$ cat config.mk
export PLATFORM = sky130hd
export DESIGN_NAME = rx_checksum_filter_status
export DESIGN_NICKNAME = d
export VERILOG_FILES = /design/src/include/rx_filter_pkg.sv /design/src/rtl/rx_checksum_filter_status.sv /design/src/rtl/rx_status_queue.sv
export VERILOG_INCLUDE_DIRS = /design/src /design/src/include
export SDC_FILE = /design/constraint.sdc
export NUM_CORES = 1
export LEC_CHECK = 0
export ABC_AREA = 1
export BUFFER_PORTS_ARGS = -buffer_cell sky130_fd_sc_hd__buf_2
export CAP_MARGIN = 20
export CORE_UTILIZATION = 49
export DETAILED_ROUTE_END_ITERATION = 8
export PLACE_DENSITY = 0.77
export SYNTH_ARGS = -nofsm -noshare
export SYNTH_HDL_FRONTEND = slang
export SYNTH_HIERARCHICAL = 1
export SYNTH_SLANG_ARGS = --single-unit
$ cat constraint.sdc
create_clock -name clk -period 3 [get_ports clk]
set_input_delay 0.6 -clock clk [delete_from_list [all_inputs] [get_ports clk]]
set_output_delay 0.6 -clock clk [all_outputs]
set_load 0.02 [all_outputs]
$ cat src/include/rx_filter_cfg.svh
// offsets, field positions, reset values and sizes of the receive filter
`ifndef RX_FILTER_CFG_SVH
`define RX_FILTER_CFG_SVH
// register indexes; byte address is four times the index
`define IDX_RX_CONTROL_SECOND   8'h76
`define IDX_TX_QUEUE_FREE_MEM   8'h78
`define IDX_RX_FRAME_STATUS     8'h7c
`define IDX_STATION_ADDR_LOW    8'h70
`define IDX_STATION_ADDR_MID    8'h71
`define IDX_STATION_ADDR_HIGH   8'h72
`define IDX_IRQ_STATUS          8'h60
`define IDX_IRQ_CLEAR           8'h61
`define IDX_IRQ_ENABLE          8'h62
`define IDX_FRAME_RELEASE       8'h63
`define IDX_RX_FRAME_COUNTER    8'h64
// rx_control_second fields
`define CTL_BURST_HI            7
`define CTL_BURST_LO            5
`define CTL_FRAG_PASS           4
`define CTL_ZERO_PASS           3
`define CTL_LITE_EN             2
`define CTL_ICMP_EN             1
`define CTL_SRC_DROP            0
`define CTL_LITE_RESET          1'h1
`define CTL_BURST_RESET         3'h0
// burst length codes
`define BURST_4                 3'h0
`define BURST_8                 3'h1
`define BURST_16                3'h2
`define BURST_32                3'h3
`define BURST_FRAME             3'h4
// rx_frame_status fields
`define ST_VALID                15
`define ST_ICMP_BAD             13
`define ST_IP_BAD               12
`define ST_TCP_BAD              11
`define ST_UDP_BAD              10
`define ST_BCAST                7
`define ST_MCAST                6
`define ST_UCAST                5
`define ST_SYMBOL               4
// interrupt bits
`define IRQ_ACCEPT              0
`define IRQ_DROP                1
`define IRQ_OVERFLOW            2
`define IRQ_WIDTH               3
// status queue
`define STQ_DEPTH               4
`define STQ_PTR_W               2
`define STQ_CNT_W               3
`endif

$ cat src/include/rx_filter_pkg.sv
// types shared by the receive filter, its bench and the bus host model
package rx_filter_pkg;
  // per-frame facts from the receive parser, valid with frameDone
  typedef struct packed {
    logic        isUdp;
    logic        isUdpLite;
    logic        isIcmp;
    logic        isFragment;
    logic        udpSumZero;
    logic        icmpBad;
    logic        ipBad;
    logic        tcpBad;
    logic        udpBad;
    logic        bcast;
    logic        mcast;
    logic        ucast;
    logic        symbolErr;
    logic [47:0] srcAddr;
  } rx_frame_info_t;
  // classic wishbone request
  typedef struct packed {
    logic        cyc;
    logic        stb;
    logic        we;
    logic [3:0]  sel;
    logic [9:0]  adr;
    logic [31:0] dat;
  } wb_req_t;
endpackage : rx_filter_pkg

$ cat src/rtl/rx_checksum_filter_status.sv
// receive checksum filter, frame status and transmit free-memory report
`timescale 1ns/100ps
`include "rx_filter_cfg.svh"
// Operation
// - three-bit write-only field selects host burst length
// - fragment pass lets UDP fragments skip checksum
// - zero UDP checksum passes or drops per control
// - UDP-Lite checksum check and insert when enabled
// - drop non-fragment ICMP frames with bad checksum
// - drop frames sourced from own station address
// - report free transmit-queue bytes, 13 bits
// - frame valid only when completed frame pending
// - separate bad-checksum bits for ICMP, IP, TCP, UDP
// - broadcast, multicast and unicast class bits
// - flag MII symbol error of reported frame
// - status presented once per counted frame
module rx_checksum_filter_status (
  input  wire logic                        clk,
  input  wire logic                        rst_n,
  input  wire rx_filter_pkg::wb_req_t      wbReq,
  output logic      [31:0]                 wbDatOut,
  output logic                             wbAck,
  input  wire logic                        frameDone,
  input  wire rx_filter_pkg::rx_frame_info_t frameInfo,
  input  wire logic [12:0]                 txFreeBytes,
  output logic                             frameAccept,
  output logic                             frameDrop,
  output logic      [2:0]                  burstLenSel,
  output logic      [5:0]                  burstBytes,
  output logic                             burstWholeFrame,
  output logic                             udpLiteTxSumEn,
  output logic      [`STQ_CNT_W-1:0]       rxFrameCount,
  output logic                             irq
);
  // burst length in bytes for a code, zero for whole frame or reserved
  function automatic logic [5:0] burstDecode(input logic [2:0] code);
    case (code)
      `BURST_4:  burstDecode = 6'h04;
      `BURST_8:  burstDecode = 6'h08;
      `BURST_16: burstDecode = 6'h10;
      `BURST_32: burstDecode = 6'h20;
      default:   burstDecode = 6'h00;
    endcase
  endfunction : burstDecode

  // control fields
  logic [2:0]  burst_reg, burst_next;      // host burst code
  logic        frag_reg, frag_next;        // udp_fragment_pass
  logic        zero_reg, zero_next;        // udp_zero_sum_pass
  logic        lite_reg, lite_next;        // udp_lite_sum_en
  logic        icmp_reg, icmp_next;        // icmp_sum_check_en
  logic        srcd_reg, srcd_next;        // own_source_drop_en
  logic [15:0] sta_reg [3];                // station_addr low/mid/high
  logic [15:0] sta_next [3];
  logic [`IRQ_WIDTH-1:0] ist_reg, ist_next; // sticky events
  logic [`IRQ_WIDTH-1:0] ien_reg, ien_next; // event enables
  // bus state
  logic        ack_reg, ack_next;
  logic [31:0] dat_reg, dat_next;
  logic        acc_reg, acc_next;          // accept pulse
  logic        drp_reg, drp_next;          // drop pulse
  // decoding helpers
  logic        req, wrStb;
  logic [7:0]  idx;
  logic [15:0] wd;
  logic [15:0] head, statusWord, pushWord;
  logic        udpBadEff, dropIt, popHead;
  logic [`IRQ_WIDTH-1:0] events;

  assign req   = wbReq.cyc && wbReq.stb;
  assign idx   = wbReq.adr[9:2];
  assign wd    = wbReq.dat[15:0];
  // a write lands on the edge at which the master sees ack
  assign wrStb = req && wbReq.we && ack_reg;

  // filtering decision on the completing frame
  always_comb begin
    // fragments with fragment pass set and disabled UDP-Lite skip the UDP sum check
    udpBadEff = frameInfo.udpBad
      && !(frameInfo.isFragment && frag_reg)
      && !(frameInfo.isUdpLite && !lite_reg);
    dropIt = 1'b0;
    if (frameInfo.isUdp && frameInfo.udpSumZero && !zero_reg) begin
      dropIt = 1'b1;
    end
    if (icmp_reg && frameInfo.isIcmp && !frameInfo.isFragment
        && frameInfo.icmpBad) begin
      dropIt = 1'b1;
    end
    if (srcd_reg && frameInfo.srcAddr ==
        {sta_reg[2], sta_reg[1], sta_reg[0]}) begin
      dropIt = 1'b1;
    end
    // multicast also covers broadcast
    pushWord = 16'h0000;
    pushWord[`ST_ICMP_BAD] = frameInfo.icmpBad;
    pushWord[`ST_IP_BAD]   = frameInfo.ipBad;
    pushWord[`ST_TCP_BAD]  = frameInfo.tcpBad;
    pushWord[`ST_UDP_BAD]  = udpBadEff;
    pushWord[`ST_BCAST]    = frameInfo.bcast;
    pushWord[`ST_MCAST]    = frameInfo.mcast || frameInfo.bcast;
    pushWord[`ST_UCAST]    = frameInfo.ucast;
    pushWord[`ST_SYMBOL]   = frameInfo.symbolErr;
  end

  // host release of the head frame moves status on
  assign popHead = wrStb && idx == `IDX_FRAME_RELEASE
                   && wbReq.sel[0] && wd[0];

  // one entry per accepted frame, so reads repeat the same status
  rx_status_queue u_queue (
    .clk      (clk),
    .rst_n    (rst_n),
    .pushValid(frameDone && !dropIt),
    .pushData (pushWord),
    .popReq   (popHead),
    .headData (head),
    .count    (rxFrameCount)
  );

  // valid only while a completed frame sits at the head
  always_comb begin
    statusWord = head;
    statusWord[`ST_VALID] = (rxFrameCount != '0);
  end

  // events for the interrupt block
  always_comb begin
    events = '0;
    events[`IRQ_ACCEPT]   = frameDone && !dropIt &&
      (rxFrameCount != `STQ_CNT_W'(`STQ_DEPTH));
    events[`IRQ_DROP]     = frameDone && dropIt;
    events[`IRQ_OVERFLOW] = frameDone && !dropIt &&
      (rxFrameCount == `STQ_CNT_W'(`STQ_DEPTH));
  end

  // register writes, interrupt bookkeeping and bus answer
  always_comb begin
    burst_next = burst_reg;
    frag_next  = frag_reg;
    zero_next  = zero_reg;
    lite_next  = lite_reg;
    icmp_next  = icmp_reg;
    srcd_next  = srcd_reg;
    sta_next   = sta_reg;
    ien_next   = ien_reg;
    ist_next   = ist_reg;
    acc_next   = events[`IRQ_ACCEPT];
    drp_next   = events[`IRQ_DROP];
    // answer one cycle after the request, drop ack the cycle after
    ack_next   = req && !ack_reg;
    dat_next   = dat_reg;
    if (wrStb && wbReq.sel[0]) begin
      case (idx)
        `IDX_RX_CONTROL_SECOND: begin
          burst_next = wd[`CTL_BURST_HI:`CTL_BURST_LO];
          frag_next  = wd[`CTL_FRAG_PASS];
          zero_next  = wd[`CTL_ZERO_PASS];
          lite_next  = wd[`CTL_LITE_EN];
          icmp_next  = wd[`CTL_ICMP_EN];
          srcd_next  = wd[`CTL_SRC_DROP];
        end
        `IDX_STATION_ADDR_LOW:  sta_next[0][7:0] = wd[7:0];
        `IDX_STATION_ADDR_MID:  sta_next[1][7:0] = wd[7:0];
        `IDX_STATION_ADDR_HIGH: sta_next[2][7:0] = wd[7:0];
        `IDX_IRQ_ENABLE:        ien_next = wd[`IRQ_WIDTH-1:0];
        `IDX_IRQ_CLEAR:
          ist_next = ist_reg & ~wd[`IRQ_WIDTH-1:0];
        default: ;
      endcase
    end
    if (wrStb && wbReq.sel[1]) begin
      case (idx)
        `IDX_STATION_ADDR_LOW:  sta_next[0][15:8] = wd[15:8];
        `IDX_STATION_ADDR_MID:  sta_next[1][15:8] = wd[15:8];
        `IDX_STATION_ADDR_HIGH: sta_next[2][15:8] = wd[15:8];
        default: ;
      endcase
    end
    // a new event wins over a clear in the same cycle
    ist_next = ist_next | events;
    // read data captured as ack rises; unmapped reads give zero
    if (req && !ack_reg) begin
      dat_next = 32'h0000_0000;
      case (idx)
        // burst code is write-only and reads back as zero
        `IDX_RX_CONTROL_SECOND:
          dat_next[4:0] = {frag_reg, zero_reg, lite_reg, icmp_reg, srcd_reg};
        `IDX_TX_QUEUE_FREE_MEM: dat_next[12:0] = txFreeBytes;
        `IDX_RX_FRAME_STATUS:   dat_next[15:0] = statusWord;
        `IDX_STATION_ADDR_LOW:  dat_next[15:0] = sta_reg[0];
        `IDX_STATION_ADDR_MID:  dat_next[15:0] = sta_reg[1];
        `IDX_STATION_ADDR_HIGH: dat_next[15:0] = sta_reg[2];
        `IDX_IRQ_STATUS:   dat_next[`IRQ_WIDTH-1:0] = ist_reg;
        `IDX_IRQ_ENABLE:   dat_next[`IRQ_WIDTH-1:0] = ien_reg;
        `IDX_RX_FRAME_COUNTER: dat_next[`STQ_CNT_W-1:0] = rxFrameCount;
        default: ;
      endcase
    end
  end

  // registers only
  always_ff @(posedge clk or negedge rst_n) begin
    if (!rst_n) begin
      burst_reg <= `CTL_BURST_RESET;
      frag_reg  <= 1'b0;
      zero_reg  <= 1'b0;
      lite_reg  <= `CTL_LITE_RESET;
      icmp_reg  <= 1'b0;
      srcd_reg  <= 1'b0;
      for (int i = 0; i < 3; i++) begin
        sta_reg[i] <= 16'h0000;
      end
      ist_reg   <= '0;
      ien_reg   <= '0;
      ack_reg   <= 1'b0;
      dat_reg   <= 32'h0000_0000;
      acc_reg   <= 1'b0;
      drp_reg   <= 1'b0;
    end else begin
      burst_reg <= burst_next;
      frag_reg  <= frag_next;
      zero_reg  <= zero_next;
      lite_reg  <= lite_next;
      icmp_reg  <= icmp_next;
      srcd_reg  <= srcd_next;
      sta_reg   <= sta_next;
      ist_reg   <= ist_next;
      ien_reg   <= ien_next;
      ack_reg   <= ack_next;
      dat_reg   <= dat_next;
      acc_reg   <= acc_next;
      drp_reg   <= drp_next;
    end
  end

  // outputs
  assign wbAck           = ack_reg;
  assign wbDatOut        = dat_reg;
  assign frameAccept     = acc_reg;
  assign frameDrop       = drp_reg;
  assign burstLenSel     = burst_reg;
  assign burstBytes      = burstDecode(burst_reg);
  assign burstWholeFrame = (burst_reg == `BURST_FRAME);
  assign udpLiteTxSumEn  = lite_reg;
  assign irq             = |(ist_reg & ien_reg);
endmodule : rx_checksum_filter_status

$ cat src/rtl/rx_status_queue.sv
// flip-flop queue of per-frame status words
`timescale 1ns/100ps
`include "rx_filter_cfg.svh"
module rx_status_queue (
  input  wire logic                   clk,
  input  wire logic                   rst_n,
  input  wire logic                   pushValid,
  input  wire logic [15:0]            pushData,
  input  wire logic                   popReq,
  output logic      [15:0]            headData,
  output logic      [`STQ_CNT_W-1:0]  count
);
  logic [15:0]           mem_reg  [`STQ_DEPTH];  // status words
  logic [15:0]           mem_next [`STQ_DEPTH];
  logic [`STQ_PTR_W-1:0] rd_reg, rd_next;        // head index
  logic [`STQ_PTR_W-1:0] wr_reg, wr_next;        // tail index
  logic [`STQ_CNT_W-1:0] cnt_reg, cnt_next;      // entries held
  logic                  doPush, doPop;

  // push refused when full; the caller sees that through count
  always_comb begin
    doPush   = pushValid && (cnt_reg != `STQ_CNT_W'(`STQ_DEPTH));
    doPop    = popReq && (cnt_reg != '0);
    mem_next = mem_reg;
    rd_next  = rd_reg;
    wr_next  = wr_reg;
    cnt_next = cnt_reg;
    if (doPush) begin
      mem_next[wr_reg] = pushData;
      wr_next          = wr_reg + 1'b1;
    end
    if (doPop) begin
      rd_next = rd_reg + 1'b1;
    end
    if (doPush && !doPop) begin
      cnt_next = cnt_reg + 1'b1;
    end else if (doPop && !doPush) begin
      cnt_next = cnt_reg - 1'b1;
    end
  end

  // storage and pointers
  always_ff @(posedge clk or negedge rst_n) begin
    if (!rst_n) begin
      for (int i = 0; i < `STQ_DEPTH; i++) begin
        mem_reg[i] <= 16'h0000;
      end
      rd_reg  <= '0;
      wr_reg  <= '0;
      cnt_reg <= '0;
    end else begin
      mem_reg <= mem_next;
      rd_reg  <= rd_next;
      wr_reg  <= wr_next;
      cnt_reg <= cnt_next;
    end
  end

  assign headData = mem_reg[rd_reg];
  assign count    = cnt_reg;
endmodule : rx_status_queue

==> summary.md <==
| Metric | Value |
|---|---|
| Syn Area/Cell | 7.193 um2 |
| Worst EP required | 3.32 ns |
| Clock buffer depth | 2 |
| Fillers | 1,523 |
| Post-DR wirelength/cell | 15.74 um |
| Vias in the first global route | 7,782 |
| Port Buffers | 137 |
| Flop pwr share | 40.7% |
| Placed instance count | 1,520 |
| # H-tree levels | 4 |
| Worst min-delay path class | input port to async pin |
| Critical Path AT | 2.91 ns |
| Internal | 4.428 mW |
| Slew headroom | 48.40% |
| CTS tree | yes |
| Ports | 176 |
| Hold_buf cts | 0 |
| Post-route DRC | 0 |
| Worst Path Max Fanout | 3 |
| Post-layout net count | 1,451 |
| DR pass1 iterations | 5 |
| Post-route insts no fill | 1,552 |
| Layout Area Growth over Synthesis | 18.87% |
| Setup Skew | 0.01171 ns |
| Setup Crit Path Kind | flop to flop |
| Part of the cycle the worst path needs | 86.40% |
| Cts bufs inserted | 17 |
| Slew @ Worst Pin | 0.7711 ns |
| Finished Cell Area | 9910 um2 |
| # setup viols final | 0 |
| Placed inst area | 9256 um2 |
| Global placer's final weighted congestion | 0.9571 |
| Combinational power share | 23.1% |
| Sw Ratio | 32.78% |
| Crit-path most repeated cell | nand2_1 |
| Clock latency on the worst-skew pair | 0.43 ns |
| Congestion Overflow GR | 0 |
| Die height | 132.4 um |
| Reg area | 3705 um2 |
| Fmax achieved | 0.3858 GHz |
| Sw Pwr | 2.159 mW |
| Clock power frac | 36.2% |
| Setup ws final | 0.4079 ns |
| Mapped Cells | 1,159 |
| Setup TNS | 0 ns |
| Synth Cell Area | 8337 um2 |
| Full die area | 17,540 um2 |
| Post-layout min period | 2.592 ns |
| Die width | 132.4 um |
| P_leak | 5.263 nW |
| Place WS | 0.1521 ns |
| Largest register FFs | 60 |
| Number of max-cap violations | 0 |
| Initial Util | 50.27% |
| Gr usage total | 28.76% |
| YS warnings | 6 |
| Status | completed |
| Clock Tree Root | clkbuf_16 |
| Reg2Reg Depth | 19 |
| Post-CTS setup buffer count | 0 |
| DRT Wirelength | 24,430 um |
| Core box area | 16,580 um2 |
| Final Hold Fails | 0 |
| Clock transition at path regs | 0.06 ns |
| Via count | 8,122 |
| Max VDD drop | 0.0004704 V |
| Estimated wirelength of the detail-placed design | 17,350 um |
| TritonCTS sink count | 148 |
| Diode count | 0 |
| Critical-path top delay cell | dfrtp_1 |
| Slowest Stage Delay on Critical Path | 0.40 ns |
| Share of cells above drive strength 1 | 16.07% |
| CP Launch Type | flop |
| Setup repair after global routing missed its margin | false |
| Number of core rows | 47 |
| CTS resizes | 0 |
| Power Density | 664.7 nW/um2 |
| Endpoint class of the critical path | flop |
| Routed Antenna Nets | 0 |
| Area of the multi-input gates | 3812 um2 |
| Worst-path cell chain | inv_1 > o21ai_0 > nor2_1 > nand2_1 > nor2_1 > nand2_1 > nor2_1 > nand2_1 > nand2_1 > nor2_4 > nand2_1 > inv_1 > ha_1 > inv_1 > fa_1 > nand2_1 > nand3_1 > nand2_1 > nand2_1 |
| Vias per cell | 5.233 |
| Initial DRC count | 761 |
| Largest net degree at the start of global routing | 80 |
| First-pass GRT wire length | 39,270 um |
| Initial antenna violation count | 0 |
| Max Slew Vio Count | 0 |
-- power groups by stage --
| stage | Sequential (mW) | Clock, mW | Combinational [mW] |
|---|---|---|---|
| after floorplan | 2.69 | 0 | 1.05 |
| after global placement | 2.69 | 0 | 1.46 |
| after detailed placement | 2.71 | 0 | 1.51 |
| after CTS | 2.67 | 2.39 | 1.52 |
| after global routing | 2.73 | 2.50 | 1.71 |
| final | 2.68 | 2.38 | 1.52 |
-- path summary, 6_finish.rpt --
path / from / endpoint / slack, ns
setup / recovery: sta_reg[21]$_DFFE_PN0P_ / u_queue/count[2]$_DFFE_PN0P_ / 0.41
hold / removal: rst_n / burstLenSel[2]$_DFFE_PN0P_ / 0.19
setup reg to reg: sta_reg[21]$_DFFE_PN0P_ / u_queue/count[2]$_DFFE_PN0P_ / 0.41
hold reg to reg: u_queue/mem_reg[10]$_DFFE_PN0P_ / u_queue/mem_reg[10]$_DFFE_PN0P_ / 0.47
max in group asynchronous: rst_n / udpLiteTxSumEn$_DFFE_PN1P_ / 2.05
min in group clk: frameDone / ist_reg[1]$_DFF_PN0_ / 0.44
-- critical path: cells and delay by family (launching register included) --
family / cells / cell delay, ns
buffers and inverters: 3 / 0.22
and+or+nand+nor: 13 / 1.12
adders and majority gates: 2 / 0.54
DFF: 1 / 0.40
AOI/OAI and AO/OA: 1 / 0.21
-- cell usage in the layout, fill, tap and decap left out, types with 4 or more instances in the layout --
cell / n
nor2_1: 109
o21ai_1: 4
o21ai_0: 128
nand4_1: 66
o22ai_1: 16
xnor2_1: 7
a21oi_1: 8
inv_1: 140
clkinv_4: 4
buf_4: 26
dfrtp_1: 147
clkbuf_16: 17
buf_2: 136
ha_1: 5
bufinv_16: 5
nor3_1: 10
nand2_1: 399
conb_1: 46
nand3_1: 18
nand3_2: 4
-- layout make-up --
| type | instances | share of cell area [%] |
|---|---|---|
| inverters | 143 | 5.417 |
| well taps | 220 | 2.778 |
| clock buffers | 18 | 4.331 |
| clock inverters | 14 | 2.260 |
| flip-flops and latches | 148 | 37.39 |
| multi-input cells | 844 | 38.47 |
| repair buffers | 165 | 9.356 |
-- through the flow --
step | hold WS, ns | total power [mW] | utilization, %
detailed placement | 0.4534 | 4.215 | 55.82
global placement | 0.4475 | 4.149 | 55.82
finish | 0.1913 | 6.587 | 59.76
global route | 0.2698 | 6.938 | 59.76
CTS | 0.2332 | 6.590 | 59.76
floorplan | 0.3044 | 3.736 | -
-- routing by layer --
metal	part of all wire, %	global-route usage [%]
met3	6.8	5.670
met4	4.2	14.81
met5	0	0
met1	41	35.29
met2	48	48.16
No activity file was read; power rests on OpenSTA's default activity.
